[src/shared/oppnl_pkg.sv]
// package of constants and carriers for the operator panel register bank
package oppnl_pkg;
    localparam int OPPNL_NBTN = 4;
    localparam int OPPNL_NWORD = 7;
    // word indexes of the shared block; byte address is four times the index
    localparam logic [3:0] IDX_TOP_SEL = 4'h0;
    localparam logic [3:0] IDX_BOT_SEL = 4'h1;
    localparam logic [3:0] IDX_TOP_LO = 4'h2;
    localparam logic [3:0] IDX_TOP_HI = 4'h3;
    localparam logic [3:0] IDX_BOT_LO = 4'h4;
    localparam logic [3:0] IDX_BOT_HI = 4'h5;
    localparam logic [3:0] IDX_STATUS = 4'h6;
    // extra registers of this block
    localparam logic [3:0] IDX_BTN_MODE = 4'h8;
    localparam logic [3:0] IDX_BASE_WORD = 4'h9;
    localparam logic [3:0] IDX_IRQ_STAT = 4'ha;
    localparam logic [3:0] IDX_IRQ_MASK = 4'hb;
    localparam logic [3:0] IDX_RAW_BTN = 4'hc;
    localparam logic [15:0] WORD_RESET = 16'h0000;
    localparam logic [15:0] SEL_RESET = 16'h0001;
    localparam logic [15:0] MSG_MIN = 16'h0001;
    localparam logic [15:0] MSG_MAX = 16'h00a0;
    localparam logic [15:0] BASE_RESET = 16'h0000;
    localparam logic [3:0] MODE_RESET = 4'h0;
    localparam int BTN_FIELD_LSB = 0;
    localparam logic [1:0] HTRANS_NONSEQ = 2'b10;
    localparam logic [2:0] HSIZE_WORD = 3'b010;
    // one line of the display: message and two data words
    typedef struct packed {
        logic [15:0] sel;
        logic [15:0] lo;
        logic [15:0] hi;
    } oppnl_line_t;
    // interrupt events: press and release per button
    typedef struct packed {
        logic [3:0] release_ev;
        logic [3:0] press_ev;
    } oppnl_irq_t;
endpackage

[src/rtl/oppnl_regs.sv]
// operator panel host register bank with pushbuttons behind an AHB-Lite slave
// Functional notes
// - buttons one to four in status bits 0..3
// - lamp shows each button's status condition
// - per-button alternate/momentary type held in config
// - alternate: toggle lamp and status each press
// - momentary: lamp on only while held
// - base word address kept in panel config
// - seven-word layout same for every host
// - message selects carry number 1 to 160
// - double BCD: low word first, high next
//
// Our own choice: register access over AHB-Lite.
`timescale 1ns/1ps
module oppnl_regs
    import oppnl_pkg::*;
(
    input wire logic hclk,
    input wire logic hresetn,
    input wire logic hsel,
    input wire logic [31:0] haddr,
    input wire logic [1:0] htrans,
    input wire logic hwrite,
    input wire logic [2:0] hsize,
    input wire logic [31:0] hwdata,
    input wire logic hready,
    output logic [31:0] hrdata,
    output logic hreadyout,
    output logic hresp,
    input wire logic [OPPNL_NBTN-1:0] button_pin,
    output logic [OPPNL_NBTN-1:0] lamp,
    output oppnl_line_t top_line,
    output oppnl_line_t bottom_line,
    output logic irq
);
    logic [OPPNL_NBTN-1:0] sync1_reg, sync2_reg, sync3_reg;
    logic [OPPNL_NBTN-1:0] held_reg;
    logic [OPPNL_NBTN-1:0] alt_reg;
    logic [OPPNL_NBTN-1:0] mode_reg;
    logic [OPPNL_NBTN-1:0] state_next;
    logic [15:0] base_reg;
    logic [7:0] irq_stat_reg, irq_mask_reg;
    logic wr_pend_reg;
    logic [3:0] wr_idx_reg;
    logic [31:0] rd_next;
    logic addr_ok;
    logic [3:0] a_idx;
    logic [OPPNL_NBTN-1:0] press_ev, release_ev;
    oppnl_irq_t ev;

    // three-stage synchroniser for the button pins
    always_ff @(posedge hclk or negedge hresetn)
    begin
        if (!hresetn)
        begin
            sync1_reg <= '0;
            sync2_reg <= '0;
            sync3_reg <= '0;
        end
        else
        begin
            sync1_reg <= button_pin;
            sync2_reg <= sync1_reg;
            sync3_reg <= sync2_reg;
        end
    end

    // debounced held level: changes once stages two and three agree
    always_ff @(posedge hclk or negedge hresetn)
    begin
        if (!hresetn)
            held_reg <= '0;
        else
            for (int i = 0; i < OPPNL_NBTN; i++)
                if (sync2_reg[i] == sync3_reg[i])
                    held_reg[i] <= sync3_reg[i];
    end

    // edges of the held level
    always_comb
    begin
        for (int i = 0; i < OPPNL_NBTN; i++)
        begin
            press_ev[i] = (sync2_reg[i] == sync3_reg[i]) && sync3_reg[i] && !held_reg[i];
            release_ev[i] = (sync2_reg[i] == sync3_reg[i]) && !sync3_reg[i] && held_reg[i];
        end
        ev.press_ev = press_ev;
        ev.release_ev = release_ev;
    end

    // alternate toggle state, one flip per new press
    always_ff @(posedge hclk or negedge hresetn)
    begin
        if (!hresetn)
            alt_reg <= '0;
        else
            alt_reg <= alt_reg ^ press_ev;
    end

    // lamp and status condition: per-button type selects the source
    always_comb
    begin
        for (int i = 0; i < OPPNL_NBTN; i++)
            state_next[i] = mode_reg[i] ? (alt_reg[i] ^ press_ev[i]) : held_reg[i];
    end

    // lamp drivers follow the status condition
    always_ff @(posedge hclk or negedge hresetn)
    begin
        if (!hresetn)
            lamp <= '0;
        else
            lamp <= state_next;
    end

    // AHB address phase decode
    assign a_idx = haddr[5:2];
    assign addr_ok = (a_idx <= IDX_STATUS) || (a_idx >= IDX_BTN_MODE && a_idx <= IDX_RAW_BTN);

    // capture write address phase; writes land in the data phase
    always_ff @(posedge hclk or negedge hresetn)
    begin
        if (!hresetn)
        begin
            wr_pend_reg <= 1'b0;
            wr_idx_reg <= 4'h0;
        end
        else if (hready)
        begin
            wr_pend_reg <= hsel && htrans[1] && hwrite && addr_ok;
            wr_idx_reg <= a_idx;
        end
    end

    // display line words; message selects outside the legal range are ignored and keep their old value
    always_ff @(posedge hclk or negedge hresetn)
    begin
        if (!hresetn)
        begin
            top_line <= '{sel: SEL_RESET, lo: WORD_RESET, hi: WORD_RESET};
            bottom_line <= '{sel: SEL_RESET, lo: WORD_RESET, hi: WORD_RESET};
        end
        else if (wr_pend_reg)
        begin
            case (wr_idx_reg)
                IDX_TOP_SEL:
                    if (hwdata[15:0] >= MSG_MIN && hwdata[15:0] <= MSG_MAX)
                        top_line.sel <= hwdata[15:0];
                IDX_BOT_SEL:
                    if (hwdata[15:0] >= MSG_MIN && hwdata[15:0] <= MSG_MAX)
                        bottom_line.sel <= hwdata[15:0];
                IDX_TOP_LO: top_line.lo <= hwdata[15:0];
                IDX_TOP_HI: top_line.hi <= hwdata[15:0];
                IDX_BOT_LO: bottom_line.lo <= hwdata[15:0];
                IDX_BOT_HI: bottom_line.hi <= hwdata[15:0];
                default: ;
            endcase
        end
    end

    // configuration: button types and stored base word
    always_ff @(posedge hclk or negedge hresetn)
    begin
        if (!hresetn)
        begin
            mode_reg <= MODE_RESET;
            base_reg <= BASE_RESET;
        end
        else if (wr_pend_reg)
        begin
            if (wr_idx_reg == IDX_BTN_MODE)
                mode_reg <= hwdata[OPPNL_NBTN-1:0];
            if (wr_idx_reg == IDX_BASE_WORD)
                base_reg <= hwdata[15:0];
        end
    end

    // sticky interrupt status, set wins over write-one-to-clear
    always_ff @(posedge hclk or negedge hresetn)
    begin
        if (!hresetn)
        begin
            irq_stat_reg <= '0;
            irq_mask_reg <= '0;
        end
        else
        begin
            if (wr_pend_reg && wr_idx_reg == IDX_IRQ_STAT)
                irq_stat_reg <= (irq_stat_reg & ~hwdata[7:0]) | ev;
            else
                irq_stat_reg <= irq_stat_reg | ev;
            if (wr_pend_reg && wr_idx_reg == IDX_IRQ_MASK)
                irq_mask_reg <= hwdata[7:0];
        end
    end

    // level interrupt output
    always_ff @(posedge hclk or negedge hresetn)
    begin
        if (!hresetn)
            irq <= 1'b0;
        else
            irq <= |(irq_stat_reg & irq_mask_reg);
    end

    // read mux for the address phase
    always_comb
    begin
        rd_next = 32'h0000_0000;
        case (a_idx)
            IDX_TOP_SEL: rd_next[15:0] = top_line.sel;
            IDX_BOT_SEL: rd_next[15:0] = bottom_line.sel;
            IDX_TOP_LO: rd_next[15:0] = top_line.lo;
            IDX_TOP_HI: rd_next[15:0] = top_line.hi;
            IDX_BOT_LO: rd_next[15:0] = bottom_line.lo;
            IDX_BOT_HI: rd_next[15:0] = bottom_line.hi;
            IDX_STATUS: rd_next[BTN_FIELD_LSB +: OPPNL_NBTN] = lamp;
            IDX_BTN_MODE: rd_next[OPPNL_NBTN-1:0] = mode_reg;
            IDX_BASE_WORD: rd_next[15:0] = base_reg;
            IDX_IRQ_STAT: rd_next[7:0] = irq_stat_reg;
            IDX_IRQ_MASK: rd_next[7:0] = irq_mask_reg;
            IDX_RAW_BTN: rd_next[OPPNL_NBTN-1:0] = held_reg;
            default: rd_next = 32'h0000_0000;
        endcase
    end

    // registered read data; zero-wait slave, always OKAY
    always_ff @(posedge hclk or negedge hresetn)
    begin
        if (!hresetn)
        begin
            hrdata <= 32'h0000_0000;
            hreadyout <= 1'b0;
            hresp <= 1'b0;
        end
        else
        begin
            hreadyout <= 1'b1;
            hresp <= 1'b0;
            if (hready && hsel && htrans[1] && !hwrite)
                hrdata <= rd_next;
        end
    end
endmodule

[config.mk]
export PLATFORM = sky130hd
export DESIGN_NAME = oppnl_regs
export DESIGN_NICKNAME = d
export VERILOG_FILES = /design/src/shared/oppnl_pkg.sv /design/src/rtl/oppnl_regs.sv
export SDC_FILE = /design/constraint.sdc
export NUM_CORES = 1
export LEC_CHECK = 0
export BUFFER_PORTS_ARGS = -buffer_cell sky130_fd_sc_hd__buf_2
export CORE_UTILIZATION = 53
export DETAILED_ROUTE_END_ITERATION = 7
export GPL_ROUTABILITY_DRIVEN = 0
export PLACE_DENSITY = 0.87
export REMOVE_ABC_BUFFERS = 1
export SKIP_LAST_GASP = 1
export SYNTH_ARGS = -nofsm -noshare
export SYNTH_HDL_FRONTEND = slang
export SYNTH_SLANG_ARGS = --single-unit
[constraint.sdc]
create_clock -name hclk -period 2.25 [get_ports hclk]
set_input_delay 0.1125 -clock hclk [delete_from_list [all_inputs] [get_ports hclk]]
set_output_delay 0.1125 -clock hclk [all_outputs]
set_load 0.005 [all_outputs]
Word level (Yosys, flattened, before mapping)
Cells that the tools add are included.
{ "op_classes": {"order_cmp": 5, "n_eq_ne": 24, "mux": 8, "n_bitwise": 10, "n_reduce_logical": 47} }
{ "op_table": {"columns": ["op", "count"], "rows": [
  ["$pmux 8 s7", 1],
  ["$pmux 4 s12", 1],
  ["$eq 4x4->1 const B", 9],
  ["$pmux 4 s9", 1],
  ["$logic_and 1x1->1", 26],
  ["$eq 4x3->1 const B", 5],
  ["$and 8x8->8", 2],
  ["$eq 4x2->1 const B", 4],
  ["$ge 16x1->1 const B", 1],
  ["$le 16x8->1 const B", 1],
  ["$or 8x8->8", 2],
  ["$reduce_and 2->1", 6],
  ["$logic_not 1->1", 9],
  ["$eq 4x1->1 const B", 2],
  ["$logic_not 4->1", 2],
  ["$mux 8", 1],
  ["$not 8->8", 1],
  ["$reduce_or 8->1", 1],
  ["$reduce_and 3->1", 2],
  ["$eq 1x1->1", 4],
  ["$ge 4x4->1 const B", 1],
  ["$le 4x3->1 const B", 1],
  ["$le 4x4->1 const B", 1],
  ["$mux 1", 4],
  ["3 further kinds", 6]
]} }
{ "totals": {"reg_bits": 179, "in_bits": 78, "out_inout_bits": 135} }

Longest topological paths before layout
{ "depth": {"depth_word": 5, "ltp_mapped": 8, "mapped_depth_nobuf": 5} }

Worst setup path before layout
Ideal clock, no wire load.
{ "synth_path": {"path_type": "register -> register", "from": "register wr_idx_reg[0]", "to": "register bottom_line[24] in the netlist's numbering", "arrival_ns": 1.885, "required_time_ns": 2.125, "path_slack_ns": 0.240, "path_stages_with_launch": 5, "period_less_slack_ns": 2.010, "path_cell_list": "dfrtp_1 > clkbuf_1 > nor3_1 > clkbuf_1 > mux2_2"} }
{ "synth_via": {"elab_chain_cells": 2} }
{ "synth_lines": {"columns": ["element", "line", "rtl"], "rows": [
  ["start, declared", "oppnl_regs.sv:44", "logic [3:0] wr_idx_reg;"],
  ["start signal, assigned", "oppnl_regs.sv:131", "wr_idx_reg <= a_idx;"],
  ["$eq 4x3->1", "oppnl_regs.sv:145", "case (wr_idx_reg)"],
  ["$reduce_and 2->1 (no line)", null, null],
  ["end signal, assigned", "oppnl_regs.sv:141", "bottom_line <= '{sel: SEL_RESET, lo: WORD_RESET, hi: WORD_RESET};"],
  ["end, declared", "oppnl_regs.sv:33", "output oppnl_line_t bottom_line,"]
]} }
Every way passes these cells.
A chain may end at the register's enable or synchronous reset.

Worst setup path after layout
{ "layout_path": {"from": "input port hwdata[14]", "to": "register top_line[33] in the netlist's numbering"} }
{ "layout_via": {"elab_chain_cells": 3} }
{ "layout_lines": {"columns": ["element", "line", "rtl"], "rows": [
  ["start, declared", "oppnl_regs.sv:25", "input wire logic [31:0] hwdata,"],
  ["$ge 16x1->1 / $le 16x8->1 (equally long branches)", "oppnl_regs.sv:147", "if (hwdata[15:0] >= MSG_MIN && hwdata[15:0] <= MSG_MAX)"],
  ["$logic_and 1x1->1 (*)", "oppnl_regs.sv:147", null],
  ["$reduce_and 3->1 (no line) (*)", null, null],
  ["end signal, assigned", "oppnl_regs.sv:140", "top_line <= '{sel: SEL_RESET, lo: WORD_RESET, hi: WORD_RESET};"],
  ["end, declared", "oppnl_regs.sv:32", "output oppnl_line_t top_line,"]
]} }
Mark *: on every way between the ends. The rest lies on a longest branch, timed or not.

==> results.json <==
{
  "ios": 213,
  "via_per_inst": 6.279,
  "muxShareOfSynthArea_pct": 20.48,
  "power.total_mw": 8.652,
  "route.vias.total": 6467,
  "synthSimpleGateAreaFrac_pct": 9.044,
  "gr-total-overflow": 0,
  "synthArstFlopShare_pct": 100.0,
  "setup_violations": 0,
  "dominantRegCellSynth": "dfrtp_1",
  "layout_common_cells": "dfrtp_1, buf_2, mux2_2",
  "grt_setup_unrepaired": "false",
  "core_area_um2": 14750,
  "worstSkewPairLatency_ns": 0.44,
  "synth_top_family_by_area": "multiplexers",
  "holdCritPathClass": "in2reg",
  "syn_area_um2": 8163,
  "powerDensity_nw_per_um2": 866.0,
  "cts_buffer_depth": 2,
  "htree_num_levels": 4,
  "rows": 44,
  "crit_path_start_kind": "input port",
  "worstSetupPathType": "in2reg",
  "post_cts_resized": 0,
  "reg.largest.list": "bottom_line: 48 flops, top_line: 48 flops",
  "period_minus_slack_ns": 2.137,
  "fin_crit_sh_pct": 94.96,
  "leakagePower_nw": 4.945,
  "dp_cells": 990,
  "synthCells": 656,
  "post_cts_buffers": 0,
  "drt-initial-drc-count": 693,
  "worstPathArrival_ns": 2.46,
  "dpl.hpwl_um": 16750,
  "fin_area_um2": 9991,
  "synthTopCellsByArea": "dfrtp_1, mux2_2, nor2b_1",
  "syn2layout_area_growth_pct": 22.39,
  "crit_required_ns": 2.57,
  "syn_area_per_cell_um2": 12.44,
  "grt_pass1_vias": 6580,
  "cts_buffers": 17,
  "synth_fa_ha_area_share_pct": 1.226,
  "ys_seq_area_share_pct": 54.90,
  "maxSlewHeadroom_pct": 31.85,
  "final_cells": 1030,
  "placed_area_um2": 9286,
  "ir_worst_vdd_mv": 0.7028,
  "drt-total-wl_um": 23960,
  "synth-seq-cells": 179,
  "wl_per_cell_um": 23.26,
  "cts.root.buffer_cell": "clkbuf_16",
  "cap_violations": 0,
  "worstPathMaxFanout": 12,
  "synth_compound_area_share_pct": 9.442,
  "synth_edf_count": 0,
  "fp.dieH_um": 126.1,
  "ant_nets": 0,
  "end_kind": "flop",
  "tritoncts": "built",
  "track_usage_pct": 31.66,
  "antenna_found_initial": 0,
  "start_util_pct": 55.33,
  "layout_commonest_cell": "dfrtp_1",
  "drc_errors": 0,
  "yosysTopAreaCellShare_pct": 54.26,
  "cts.sinks": 179,
  "post-route-util_pct": 67.72,
  "tns_ns": 0,
  "die_w_um": 126.1,
  "grt_pass1_wl_um": 37470,
  "antenna_cells": 0,
  "drt-pass1-iter-count": 8,
  "grt_max_degree": 66,
  "path_clk_slew_ns": 0.06,
  "hold_ws_ns": 0.01815,
  "ys_types": 60,
  "dieArea_um2": 15900,
  "port_buffers": 147,
  "yosys.area.top_type": "dfrtp_1",
  "skew_ns": 0.009285,
  "layout_setup_ws_ns": 0.1135,
  "drive_above_1_share_pct": 42.91,
  "status": "finished, final reports clean",
  "max_freq_mhz": 468.0,
  "tightest_slew_ns": 1.020,
  "hold_viol_final": 0,
  "yosys_warnings": 0,
  "fin_nets": 919,
  "place_ws_ns": 0.1718,
  "synth_xor_area_share_pct": 0.4292,
  "drv_slew": 0
}
-- cells by family (layout without fill, tap and decap cells) --
logic type               count (synthesis)  after routing
AO/OA/AOI/OAI                          107            107
XOR/XNOR                                 4              4
adder cells (fa/ha/maj)                  8              8
buffers and inverters                   72            246
flip-flops                             179            179
multiplexers                           147            147
other                                    2             18
AND/OR/NAND/NOR                        137            137
-- cell usage after synthesis (9+ instances only) --
master,count
mux2i_1,14
inv_1,13
nor2_1,20
buf_4,17
clkbuf_1,28
nand2_1,39
a22oi_1,17
nor2b_1,26
dfrtp_1,177
a21oi_1,16
buf_1,9
mux2_2,126
o21ai_0,19
a22o_1,15
-- metal layers --
metal  up-vias  routed length [um]  global-route usage (%)
met5         -                   0                       0
met4         0                1181                   15.66
met3        99                2345                   8.539
met2       452               11210                   50.70
met1      3220                9220                   39.85
li1       2696                   -                       -
-- critical path, cell delays in order --
cell,delay [ns]
dlygate4sd3_1,0.53
buf_2,0.16
nor4_1,0.49
nand4_1,0.29
nor4_4,0.23
buf_4,0.30
mux2_2,0.36
-- power by group --
part	switching [mW]	leakage, nW	internal, mW
Clock	1.22	0.298	1.89
Sequential	0.402	2.27	3.70
Combinational	0.665	2.38	0.773
Total	2.28	4.95	6.37
-- what timing repair did --
action,CTS,global route
hold buffers,8,0
hold endpoints to repair,76,0
endpoints found under the setup margin,0,0
-- final timing paths --
kind	start	to	slack, ns	depth (start not counted)
worst min-delay path	hwdata[8]	top_line[8]$_DFFE_PN0P_	0.02	2
worst min register to register	sync1_reg[1]$_DFF_PN0_	sync2_reg[1]$_DFF_PN0_	0.35	0
max in group asynchronous	hresetn	bottom_line[13]$_DFFE_PN0P_	1.21	3
min in group asynchronous	hresetn	bottom_line[21]$_DFFE_PN0P_	0.24	2
worst max-delay path	hwdata[14]	top_line[33]$_DFFE_PN0P_	0.11	7
worst max register to register	wr_pend_reg$_DFFE_PN0P_	top_line[33]$_DFFE_PN0P_	0.24	6
-- final cells by class --
type	count	area (um^2)
flip-flops and latches	179	4482
well taps	184	230.2
repair buffers	201	1217
multi-input cells	421	3388
clock buffers	24	501.7
clock inverters	8	122.6
fillers	1056	4763
inverters	13	48.80
Note: power is estimated with default switching activity, not from simulation.
